`config.mk`:
```
export PLATFORM = sky130hd
export DESIGN_NAME = acif_top
export DESIGN_NICKNAME = d
export VERILOG_FILES = /design/src/common/acif_pkg.sv /design/src/design/acif_top.sv
export VERILOG_INCLUDE_DIRS = /design/src /design/src/common
export SDC_FILE = /design/constraint.sdc
export NUM_CORES = 2
export LEC_CHECK = 0
export ABC_AREA = 1
export BUFFER_PORTS_ARGS = -buffer_cell sky130_fd_sc_hd__buf_2
export CORE_MARGIN = 3
export CORE_UTILIZATION = 35
export DETAILED_ROUTE_END_ITERATION = 6
export PLACE_DENSITY = 0.6
export SYNTH_ARGS = -nofsm -noshare
export SYNTH_HDL_FRONTEND = slang
export SYNTH_SLANG_ARGS = --single-unit
```
`constraint.sdc`:
```
create_clock -name i_clk_sys -period 5.36 [get_ports i_clk_sys]
set_clock_uncertainty 0.1 [all_clocks]
set_input_delay 0.268 -clock i_clk_sys [delete_from_list [all_inputs] [get_ports i_clk_sys]]
set_output_delay 0.268 -clock i_clk_sys [all_outputs]
set_load 0.1 [all_outputs]
```
`src/common/acif_map.svh`:
```
/*
 Register offsets, field positions, reset values and settle times of the AC input filter block.
 Assumes a 100 MHz system clock and 32-bit APB word addressing.
*/
`ifndef ACIF_MAP_SVH
`define ACIF_MAP_SVH
// Register byte offsets
`define ACIF_OFF_CTRL 12'h000
`define ACIF_OFF_STAT 12'h004
`define ACIF_OFF_LEVEL 12'h008
`define ACIF_OFF_QUAL 12'h00C
`define ACIF_OFF_RISE 12'h010
`define ACIF_OFF_FALL 12'h018
`define ACIF_OFF_IRQ_STS 12'h020
`define ACIF_OFF_IRQ_MSK 12'h024
// Control fields
`define ACIF_CTRL_RUN 0
`define ACIF_CTRL_LINK 1
`define ACIF_CTRL_PROG 2
// Status fields
`define ACIF_STAT_RUN 0
`define ACIF_STAT_LOST 1
`define ACIF_STAT_DIAG 2
`define ACIF_STAT_TALLY_LSB 8
// Interrupt status fields
`define ACIF_IRQ_LEVEL 0
`define ACIF_IRQ_DIAG 1
`define ACIF_IRQ_LOST 2
// Settle codes and default values
`define ACIF_CODE_1MS 5'h0D
`define ACIF_CODE_2MS 5'h0E
`define ACIF_CODE_5MS 5'h0F
`define ACIF_CODE_10MS 5'h10
`define ACIF_CODE_20MS 5'h11
`define ACIF_RISE_RST 5'h0D
`define ACIF_FALL_RST 5'h11
// Settle times in microseconds and clock rate in MHz
`define ACIF_CLK_MHZ 100
`define ACIF_T1MS_US 1000
`define ACIF_T2MS_US 2000
`define ACIF_T5MS_US 5000
`define ACIF_T10MS_US 10000
`define ACIF_T20MS_US 20000
`define ACIF_CYC(us) ((us) * `ACIF_CLK_MHZ)
`endif

```
`src/common/acif_pkg.sv`:
```
/*
 Types shared by the AC input filter block.
 Assumes nothing beyond the map header for values.
*/
package acif_pkg;
   // APB request from master
   typedef struct packed {
      logic psel;
      logic penable;
      logic pwrite;
      logic [11:0] paddr;
      logic [31:0] pwdata;
   } acif_apb_req_t;
   // APB answer to master
   typedef struct packed {
      logic pready;
      logic pslverr;
      logic [31:0] prdata;
   } acif_apb_rsp_t;
   // Per-point filter phase
   typedef enum logic [0:0] {
      ACIF_STABLE = 1'b0,
      ACIF_SETTLE = 1'b1
   } acif_phase_t;
endpackage

```
`src/design/acif_top.sv`:
```
/*
 Sixteen-point AC input filter with quality flags, diag tally and APB registers.
 Assumes raw inputs, fault causes and link state are synchronous to i_clk_sys.
*/
// What this block does
// - On only after settled on for rise time
// - Off only after settled off for fall time
// - Link lost flag is inverse of link
// - Diag flag while any diag or prognostic
// - Tally steps once per cycle with any diag set or clear
// - Tally resets zero, wraps 255 to 1
// - Level bit one when filtered on
// - Bad flag follows bad cause, self-clears
// - Uncertain flag follows cause, self-clears
`include "acif_map.svh"
module acif_top (
   input wire logic i_clk_sys,
   input wire logic i_arst_n,
   input wire acif_pkg::acif_apb_req_t i_apb,
   output acif_pkg::acif_apb_rsp_t o_apb,
   input wire logic [15:0] i_raw_in,
   input wire logic [15:0] i_bad_cause,
   input wire logic [15:0] i_unc_cause,
   input wire logic i_prog_hit,
   output logic [15:0] o_level,
   output logic [15:0] o_bad,
   output logic [15:0] o_unc,
   output logic o_idle_run_state,
   output logic o_link_lost_flag,
   output logic o_any_diag_flag,
   output logic [7:0] o_diag_event_tally,
   output logic o_irq
);
   ////////////////////////////////////////////////////////////////////////////
   // Settle time lookup
   function automatic logic [20:0] settle_cycles(input logic [4:0] code);
      unique case (code)
         `ACIF_CODE_1MS: settle_cycles = 21'(`ACIF_CYC(`ACIF_T1MS_US));
         `ACIF_CODE_2MS: settle_cycles = 21'(`ACIF_CYC(`ACIF_T2MS_US));
         `ACIF_CODE_5MS: settle_cycles = 21'(`ACIF_CYC(`ACIF_T5MS_US));
         `ACIF_CODE_10MS: settle_cycles = 21'(`ACIF_CYC(`ACIF_T10MS_US));
         `ACIF_CODE_20MS: settle_cycles = 21'(`ACIF_CYC(`ACIF_T20MS_US));
         // Out-of-set codes take shortest time; choice is software's
         default: settle_cycles = 21'(`ACIF_CYC(`ACIF_T1MS_US));
      endcase
   endfunction

   ////////////////////////////////////////////////////////////////////////////
   // State
   logic [2:0] ctrl_ff, nxt_ctrl; // Run, link, prognostic enable
   logic [79:0] rise_settle_code_ff, nxt_rise_settle_code; // Five bits per point
   logic [79:0] fall_settle_code_ff, nxt_fall_settle_code; // Five bits per point
   logic [2:0] irq_sts_ff, nxt_irq_sts; // Sticky events
   logic [2:0] irq_msk_ff, nxt_irq_msk; // Interrupt mask
   logic [15:0] level_ff, nxt_level; // Filtered levels
   logic [15:0] bad_ff, nxt_bad; // Bad-data flags
   logic [15:0] unc_ff, nxt_unc; // Uncertain flags
   logic [7:0] tally_ff, nxt_tally; // Diag event tally
   logic diag_ff, nxt_diag; // Module diag flag
   logic lost_ff, nxt_lost; // Link lost flag
   logic progd_ff; // Registered prognostic condition
   acif_pkg::acif_phase_t phase_ff [16]; // Per-point phase
   acif_pkg::acif_phase_t nxt_phase [16];
   logic [20:0] cnt_ff [16]; // Per-point settle count
   logic [20:0] nxt_cnt [16];
   logic [31:0] rdata_ff, nxt_rdata; // Read data register
   logic wr_en, rd_en, hit; // Bus decode
   logic [32:0] diag_chg; // Distinct conditions that changed

   ////////////////////////////////////////////////////////////////////////////
   // APB decode: zero wait states, unmapped reads zero with pslverr
   assign wr_en = i_apb.psel & i_apb.penable & i_apb.pwrite;
   assign rd_en = i_apb.psel & ~i_apb.penable & ~i_apb.pwrite;
   always_comb begin
      unique case (i_apb.paddr)
         `ACIF_OFF_CTRL, `ACIF_OFF_STAT, `ACIF_OFF_LEVEL, `ACIF_OFF_QUAL, `ACIF_OFF_RISE,
         `ACIF_OFF_RISE + 12'h004, `ACIF_OFF_FALL, `ACIF_OFF_FALL + 12'h004, `ACIF_OFF_IRQ_STS,
         `ACIF_OFF_IRQ_MSK: hit = 1'b1;
         default: hit = 1'b0;
      endcase
   end
   assign o_apb.pready = 1'b1;
   assign o_apb.pslverr = i_apb.psel & i_apb.penable & ~hit;
   assign o_apb.prdata = rdata_ff;

   ////////////////////////////////////////////////////////////////////////////
   // Register writes in access phase and read-data capture in setup phase
   always_comb begin
      nxt_ctrl = ctrl_ff;
      nxt_rise_settle_code = rise_settle_code_ff;
      nxt_fall_settle_code = fall_settle_code_ff;
      nxt_irq_msk = irq_msk_ff;
      nxt_rdata = rdata_ff;
      if (wr_en) begin
         unique case (i_apb.paddr)
            `ACIF_OFF_CTRL: nxt_ctrl = i_apb.pwdata[2:0];
            `ACIF_OFF_RISE: nxt_rise_settle_code[39:0] = pack8(i_apb.pwdata);
            `ACIF_OFF_RISE + 12'h004: nxt_rise_settle_code[79:40] = pack8(i_apb.pwdata);
            `ACIF_OFF_FALL: nxt_fall_settle_code[39:0] = pack8(i_apb.pwdata);
            `ACIF_OFF_FALL + 12'h004: nxt_fall_settle_code[79:40] = pack8(i_apb.pwdata);
            `ACIF_OFF_IRQ_MSK: nxt_irq_msk = i_apb.pwdata[2:0];
            default: ;
         endcase
      end
      if (rd_en) begin
         unique case (i_apb.paddr)
            `ACIF_OFF_CTRL: nxt_rdata = {29'h0, ctrl_ff};
            `ACIF_OFF_STAT: nxt_rdata = {16'h0, tally_ff, 5'h0, diag_ff, lost_ff, ctrl_ff[`ACIF_CTRL_RUN]};
            `ACIF_OFF_LEVEL: nxt_rdata = {16'h0, level_ff};
            `ACIF_OFF_QUAL: nxt_rdata = {unc_ff, bad_ff};
            `ACIF_OFF_RISE: nxt_rdata = unpack8(rise_settle_code_ff[39:0]);
            `ACIF_OFF_RISE + 12'h004: nxt_rdata = unpack8(rise_settle_code_ff[79:40]);
            `ACIF_OFF_FALL: nxt_rdata = unpack8(fall_settle_code_ff[39:0]);
            `ACIF_OFF_FALL + 12'h004: nxt_rdata = unpack8(fall_settle_code_ff[79:40]);
            `ACIF_OFF_IRQ_STS: nxt_rdata = {29'h0, irq_sts_ff};
            `ACIF_OFF_IRQ_MSK: nxt_rdata = {29'h0, irq_msk_ff};
            default: nxt_rdata = 32'h0000_0000;
         endcase
      end
   end

   // Eight five-bit codes come from the eight nibbles; a zero nibble means code 5'h10
   function automatic logic [39:0] pack8(input logic [31:0] w);
      for (int i = 0; i < 8; i++) pack8[i*5 +: 5] = w[i*4 +: 4] == 4'h0 ? 5'h10 : {1'b0, w[i*4 +: 4]};
   endfunction
   function automatic logic [31:0] unpack8(input logic [39:0] c);
      for (int i = 0; i < 8; i++) unpack8[i*4 +: 4] = c[i*5 +: 4];
   endfunction

   ////////////////////////////////////////////////////////////////////////////
   // Per-point settle filter
   always_comb begin
      for (int p = 0; p < 16; p++) begin
         nxt_phase[p] = phase_ff[p];
         nxt_cnt[p] = cnt_ff[p];
         nxt_level[p] = level_ff[p];
         if (i_raw_in[p] == level_ff[p]) begin
            // Raw matches output: drop any pending change
            nxt_phase[p] = acif_pkg::ACIF_STABLE;
            nxt_cnt[p] = 21'h0;
         end else if (cnt_ff[p] + 21'h1 >= (level_ff[p] ? settle_cycles(fall_settle_code_ff[p*5 +: 5])
                                                   : settle_cycles(rise_settle_code_ff[p*5 +: 5]))) begin
            nxt_level[p] = i_raw_in[p];
            nxt_phase[p] = acif_pkg::ACIF_STABLE;
            nxt_cnt[p] = 21'h0;
         end else begin
            nxt_phase[p] = acif_pkg::ACIF_SETTLE;
            nxt_cnt[p] = cnt_ff[p] + 21'h1;
         end
      end
   end

   ////////////////////////////////////////////////////////////////////////////
   // Quality flags, module flags, tally and interrupts
   always_comb begin
      nxt_bad = i_bad_cause;
      nxt_unc = i_unc_cause;
      nxt_lost = ~ctrl_ff[`ACIF_CTRL_LINK];
      nxt_diag = (|i_bad_cause) | (|i_unc_cause) | (i_prog_hit & ctrl_ff[`ACIF_CTRL_PROG]);
      diag_chg = {i_bad_cause ^ bad_ff, i_unc_cause ^ unc_ff, (i_prog_hit & ctrl_ff[`ACIF_CTRL_PROG]) ^ progd_ff};
      nxt_tally = tally_ff;
      if (|diag_chg) begin
         // One step per cycle in which any distinct condition has an edge
         nxt_tally = tally_ff == 8'hFF ? 8'h01 : tally_ff + 8'h01;
      end
      nxt_irq_sts = irq_sts_ff;
      if (wr_en && i_apb.paddr == `ACIF_OFF_IRQ_STS) nxt_irq_sts = irq_sts_ff & ~i_apb.pwdata[2:0];
      // Set beats clear
      nxt_irq_sts[`ACIF_IRQ_LEVEL] = nxt_irq_sts[`ACIF_IRQ_LEVEL] | (|(nxt_level ^ level_ff));
      nxt_irq_sts[`ACIF_IRQ_DIAG] = nxt_irq_sts[`ACIF_IRQ_DIAG] | (|diag_chg);
      nxt_irq_sts[`ACIF_IRQ_LOST] = nxt_irq_sts[`ACIF_IRQ_LOST] | (nxt_lost & ~lost_ff);
   end

   ////////////////////////////////////////////////////////////////////////////
   // Registers
   always_ff @(posedge i_clk_sys or negedge i_arst_n) begin
      if (!i_arst_n) begin
         ctrl_ff <= 3'h0;
         rise_settle_code_ff <= {16{`ACIF_RISE_RST}};
         fall_settle_code_ff <= {16{`ACIF_FALL_RST}};
         irq_sts_ff <= 3'h0;
         irq_msk_ff <= 3'h0;
         level_ff <= 16'h0000;
         bad_ff <= 16'h0000;
         unc_ff <= 16'h0000;
         tally_ff <= 8'h00;
         diag_ff <= 1'b0;
         lost_ff <= 1'b1;
         progd_ff <= 1'b0;
         rdata_ff <= 32'h0000_0000;
         for (int p = 0; p < 16; p++) begin
            phase_ff[p] <= acif_pkg::ACIF_STABLE;
            cnt_ff[p] <= 21'h0;
         end
      end else begin
         ctrl_ff <= nxt_ctrl;
         rise_settle_code_ff <= nxt_rise_settle_code;
         fall_settle_code_ff <= nxt_fall_settle_code;
         irq_sts_ff <= nxt_irq_sts;
         irq_msk_ff <= nxt_irq_msk;
         level_ff <= nxt_level;
         bad_ff <= nxt_bad;
         unc_ff <= nxt_unc;
         tally_ff <= nxt_tally;
         diag_ff <= nxt_diag;
         lost_ff <= nxt_lost;
         progd_ff <= i_prog_hit & ctrl_ff[`ACIF_CTRL_PROG];
         rdata_ff <= nxt_rdata;
         for (int p = 0; p < 16; p++) begin
            phase_ff[p] <= nxt_phase[p];
            cnt_ff[p] <= nxt_cnt[p];
         end
      end
   end

   // Outputs from flip-flops
   assign o_level = level_ff;
   assign o_bad = bad_ff;
   assign o_unc = unc_ff;
   assign o_idle_run_state = ctrl_ff[`ACIF_CTRL_RUN];
   assign o_link_lost_flag = lost_ff;
   assign o_any_diag_flag = diag_ff;
   assign o_diag_event_tally = tally_ff;
   assign o_irq = |(irq_sts_ff & irq_msk_ff);

   ////////////////////////////////////////////////////////////////////////////
   // Assertions
   a_lost_follows_link:
   assert property (@(posedge i_clk_sys) disable iff (!i_arst_n)
      ##1 o_link_lost_flag == ~$past(ctrl_ff[`ACIF_CTRL_LINK]))
      else $error("link lost flag wrong");
   a_tally_wraps:
   assert property (@(posedge i_clk_sys) disable iff (!i_arst_n)
      tally_ff == 8'hFF && (|diag_chg) |=> tally_ff == 8'h01)
      else $error("tally did not wrap to one");
   a_tally_no_zero:
   assert property (@(posedge i_clk_sys) disable iff (!i_arst_n)
      tally_ff != 8'h00 |=> tally_ff != 8'h00)
      else $error("tally returned to zero");
   a_tally_step:
   assert property (@(posedge i_clk_sys) disable iff (!i_arst_n)
      (|diag_chg) && tally_ff != 8'hFF |=> tally_ff == $past(tally_ff) + 8'h01)
      else $error("tally did not step");
   a_bad_follows:
   assert property (@(posedge i_clk_sys) disable iff (!i_arst_n)
      ##1 o_bad == $past(i_bad_cause))
      else $error("bad flags wrong");
   a_unc_follows:
   assert property (@(posedge i_clk_sys) disable iff (!i_arst_n)
      ##1 o_unc == $past(i_unc_cause))
      else $error("uncertain flags wrong");
   a_diag_flag:
   assert property (@(posedge i_clk_sys) disable iff (!i_arst_n)
      (|i_bad_cause) |=> o_any_diag_flag)
      else $error("diag flag missing");
   a_rise_hold:
   assert property (@(posedge i_clk_sys) disable iff (!i_arst_n)
      !level_ff[0] && i_raw_in[0] && cnt_ff[0] == 21'h0 |=> !level_ff[0])
      else $error("point rose too early");
   a_fall_hold:
   assert property (@(posedge i_clk_sys) disable iff (!i_arst_n)
      level_ff[0] && !i_raw_in[0] && cnt_ff[0] == 21'h0 |=> level_ff[0])
      else $error("point fell too early");
   a_cnt_restart:
   assert property (@(posedge i_clk_sys) disable iff (!i_arst_n)
      i_raw_in[0] == level_ff[0] |=> cnt_ff[0] == 21'h0)
      else $error("settle count not restarted");
   a_cnt_advance:
   assert property (@(posedge i_clk_sys) disable iff (!i_arst_n)
      i_raw_in[0] != level_ff[0] && cnt_ff[0] == 21'h0 |=> cnt_ff[0] == 21'h1)
      else $error("settle count did not advance");
endmodule

```
==> impl_metrics.py <==
metrics = {
    "cts": {
        "cts_root_buffer": "clkbuf_16",
        "clock_latency_ns": 0.63,
        "path_clk_slew_ns": 0.06,
        "h-tree-depth": 3,
        "tritoncts": "done",
        "cts_made_buffers": 74,
        "cts_sinks": 596,
        "cts_buffer_depth": 3,
    },
    "sta": {
        "max_freq_mhz": 240.5,
        "rsz0062_at_grt": "no",
        "worst_hold_slack_ns": 0.04491,
        "worst_pin_slew_ns": 1.107,
        "min_period_ns": 4.158,
        "finalHoldViolCount": 0,
        "final_max_slew_viol_count": 0,
        "post-route-period-util_pct": 77.58,
        "fin_tns_setup_ns": 0,
        "setup_viol": 0,
        "maxSlewHeadroom_pct": 25.93,
    },
    "layout": {
        "fin_nets": 5868,
        "final_layout_size_suffix_gt1_share_pct": 9.476,
        "final_common_cell": "nand2_1",
        "fin_cells": 7052,
        "syn2layout_area_growth_pct": 15.58,
        "layout_common_cells": "1127 x nand2_1, 823 x inv_1, 670 x nor2_1",
        "fin_area_um2": 44930,
        "fillCellCount": 11360,
    },
    "power_and_ir_drop": {
        "p_sw_share_pct": 24.25,
        "cellPowerDensity_nw_per_um2": 233.2,
        "clkPwrFrac_pct": 51.0,
        "irDropWorstVdd_mv": 0.2144,
        "totalPowerFinal_w": 0.01048,
        "pwr-share-comb_pct": 5.0,
        "power_leakage_nw": 22.13,
        "power.internal_w": 0.007935,
        "p_sw_w": 0.002540,
        "pwr-share-seq_pct": 44.0,
    },
    "grt": {
        "overflow": 0,
        "grt_pass1_wl_um": 189100,
        "first_global_vias": 34050,
        "grt_start_max_net_pins": 154,
        "track_usage_pct": 20.50,
        "antenna_found_initial": 9,
    },
    "setup_path": {
        "r2r-start": "cnt_ff[294]",
        "crit_fanout": 21,
        "worstPathRequired_ns": 5.78,
        "r2r_end": "cnt_ff[296]",
        "criticalPathCategory": "flip-flop to flip-flop",
        "ff2ff_setup_slack_ns": 1.20,
        "reg2reg_depth": 18,
        "end_kind": "flip-flop",
        "critPathArrivalTime_ns": 4.58,
        "critPathLaunchType": "flip-flop",
    },
    "synthesis": {
        "ys_warn_count": 0,
        "synthMuxAreaShare_pct": 0.02575,
        "ys_types": 65,
        "synth-simple-area-share_pct": 27.79,
        "syn_avg_cell_area_um2": 7.407,
        "synth_edf_count": 0,
        "synth_compound_area_share_pct": 10.78,
        "synth_top_flop_cell": "dfrtp_1",
        "synth-xor-area-share_pct": 5.446,
        "synthAdderAreaFrac_pct": 8.272,
        "syn-instance-count": 5248,
        "synth_top_family_by_area": "simple AND/OR/NAND/NOR gates",
        "synth-async-reset-ratio_pct": 100.0,
        "ys_seq_elements": 596,
        "syn_nets": 5603,
        "ys_seq_area_share_pct": 38.63,
        "netlist_area_um2": 38870,
    },
    "min_path": {
        "min_path_type": "input pin to flip-flop",
        "whs_endpoint": "rdata_ff[2]",
        "min_from": "i_apb[44]",
        "hold_depth": 4,
    },
    "die": {
        "num_rows": 121,
        "start_util_pct": 35.46,
        "fp.dieH_um": 339.3,
        "boundaryPins": 192,
        "design.die.area_um2": 115100,
        "die_w_um": 339.3,
        "coreArea_um2": 109600,
    },
    "place": {
        "hpwlAfterDp_um": 93700,
        "place.gp.congestion": 0.9392,
        "dpl_cell_area_um2": 41500,
        "io_buffers": 190,
        "dp_cells": 6831,
    },
    "routing": {
        "vias": 35380,
        "first_pass_iters": 6,
        "drc": 0,
        "wl_per_cell_um": 16.99,
        "drt_iter0_drc": 2827,
        "wl_um": 119800,
        "vias_per_cell": 5.017,
        "antenna_left": 0,
    },
    "outcome": {
        "status": "finished, final reports clean",
    },
    "flow_run": {
        "drv_cap": 0,
    },
}
==> flip-flops by register name, indices dropped and copies added, names as in the netlist <==
name	flops
o_bad	16
cnt_ff	336
rdata_ff	32
progd_ff	1
o_level	16
o_diag_event_tally	8
irq_msk_ff	3
o_unc	16
o_link_lost_flag	1
o_any_diag_flag	1
fall_settle_code_ff	80
irq_sts_ff	3
ctrl_ff	3
rise_settle_code_ff	80
==> worst max-delay path by stage <==
stage,from,end,slack (ns),depth (start not counted)
finish,cnt_ff[294],cnt_ff[296],1.20,18
CTS,cnt_ff[294],cnt_ff[296],1.14,18
floorplan,o_level[1],irq_sts_ff[0],2.07,18
global route,cnt_ff[294],cnt_ff[296],0.73,18
detailed placement,cnt_ff[294],cnt_ff[296],1.20,18
global placement,cnt_ff[294],cnt_ff[296],1.29,18
==> synth_stat cells, types with 98 or more instances <==
cell | count | area (µm²)
nand2_1 | 1129 | 4238
inv_1 | 824 | 3093
nor2_1 | 670 | 2515
dfrtp_1 | 515 | 12890
o21ai_0 | 392 | 1962
ha_1 | 257 | 3216
xor2_1 | 194 | 1699
nand3_1 | 190 | 950.9
nand4_1 | 166 | 1039
a21oi_1 | 150 | 750.7
nor3_1 | 111 | 555.5
o22ai_1 | 98 | 613.1
==> worst max-delay path: stages, from the launching register on <==
cell and delay, ns:
dfrtp_1 0.40, ha_1 0.19, nand2_1 0.12, nor2_4 0.17
nand3_1 0.13, nor2_1 0.11, nand2_1 0.08, nor3_2 0.16
nand2_1 0.11, nor2_1 0.17, nand3_1 0.11, xor2_1 0.17
ha_1 0.33, a21oi_1 0.16, o21ai_0 0.09, or2_2 0.30
a21oi_1 0.16, nand3_1 0.59, nor3b_1 0.39
==> routing by layer <==
layer | global-route usage (%) | vias to the layer above | share of wire, %
li1 | - | 17640 | -
met1 | 29.12 | 16630 | 47
met2 | 31.61 | 949 | 43
met3 | 4.505 | 158 | 7.7
met4 | 5.081 | 2 | 2.2
met5 | 0 | - | 0.011
==> per-stage QoR <==
| step | setup WS, ns | utilization [%] |
|---|---|---|
| floorplan | 2.068 | - |
| global placement | 1.293 | 37.86 |
| detailed placement | 1.201 | 37.86 |
| CTS | 1.142 | 40.98 |
| global route | 0.7258 | 40.98 |
| finish | 1.202 | 40.99 |
==> cells by family (layout without fill, tap and decap cells) <==
family                   count (synthesis)  after routing
AO/OA/AOI/OAI                          752            752
flip-flops                             596            596
buffers and inverters                  930           1254
multiplexers                             1              1
other                                    1              5
XOR/XNOR                               240            240
AND/OR/NAND/NOR                       2471           2471
adder cells (fa/ha/maj)                257            257
==> area by class of cell <==
| type | instances | area [µm²] | share of cell area [%] |
|---|---|---|---|
| multi-input combinational | 3722 | 20370 | 45.33 |
| clock inverter | 33 | 404.1 | 0.8995 |
| antenna | 4 | 10.01 | 0.02228 |
| clock buffer | 102 | 2192 | 4.879 |
| tap | 1476 | 1847 | 4.111 |
| timing repair buffer | 290 | 1979 | 4.406 |
| inverter | 829 | 3112 | 6.926 |
| sequential | 596 | 15020 | 33.42 |
==> repair_timing <==
item / CTS / global route
gates resized for setup: 0 / 0
hold endpoints to repair: 266 / 0
buffers inserted: 0 / 0
hold buffers: 82 / 0
==> power by group through the flow <==
stage | Clock (W) | Sequential (W) | Combinational [W]
2_1_floorplan | 0 | 0.00475 | 0.000146
3_3_place_gp | 0 | 0.00468 | 0.000478
3_5_place_dp | 0 | 0.00469 | 0.000483
4_1_cts | 0.00547 | 0.00461 | 0.000535
5_1_grt | 0.00563 | 0.00461 | 0.000582
6_report | 0.00534 | 0.00461 | 0.000527
Power figures use the tool's default switching activity.
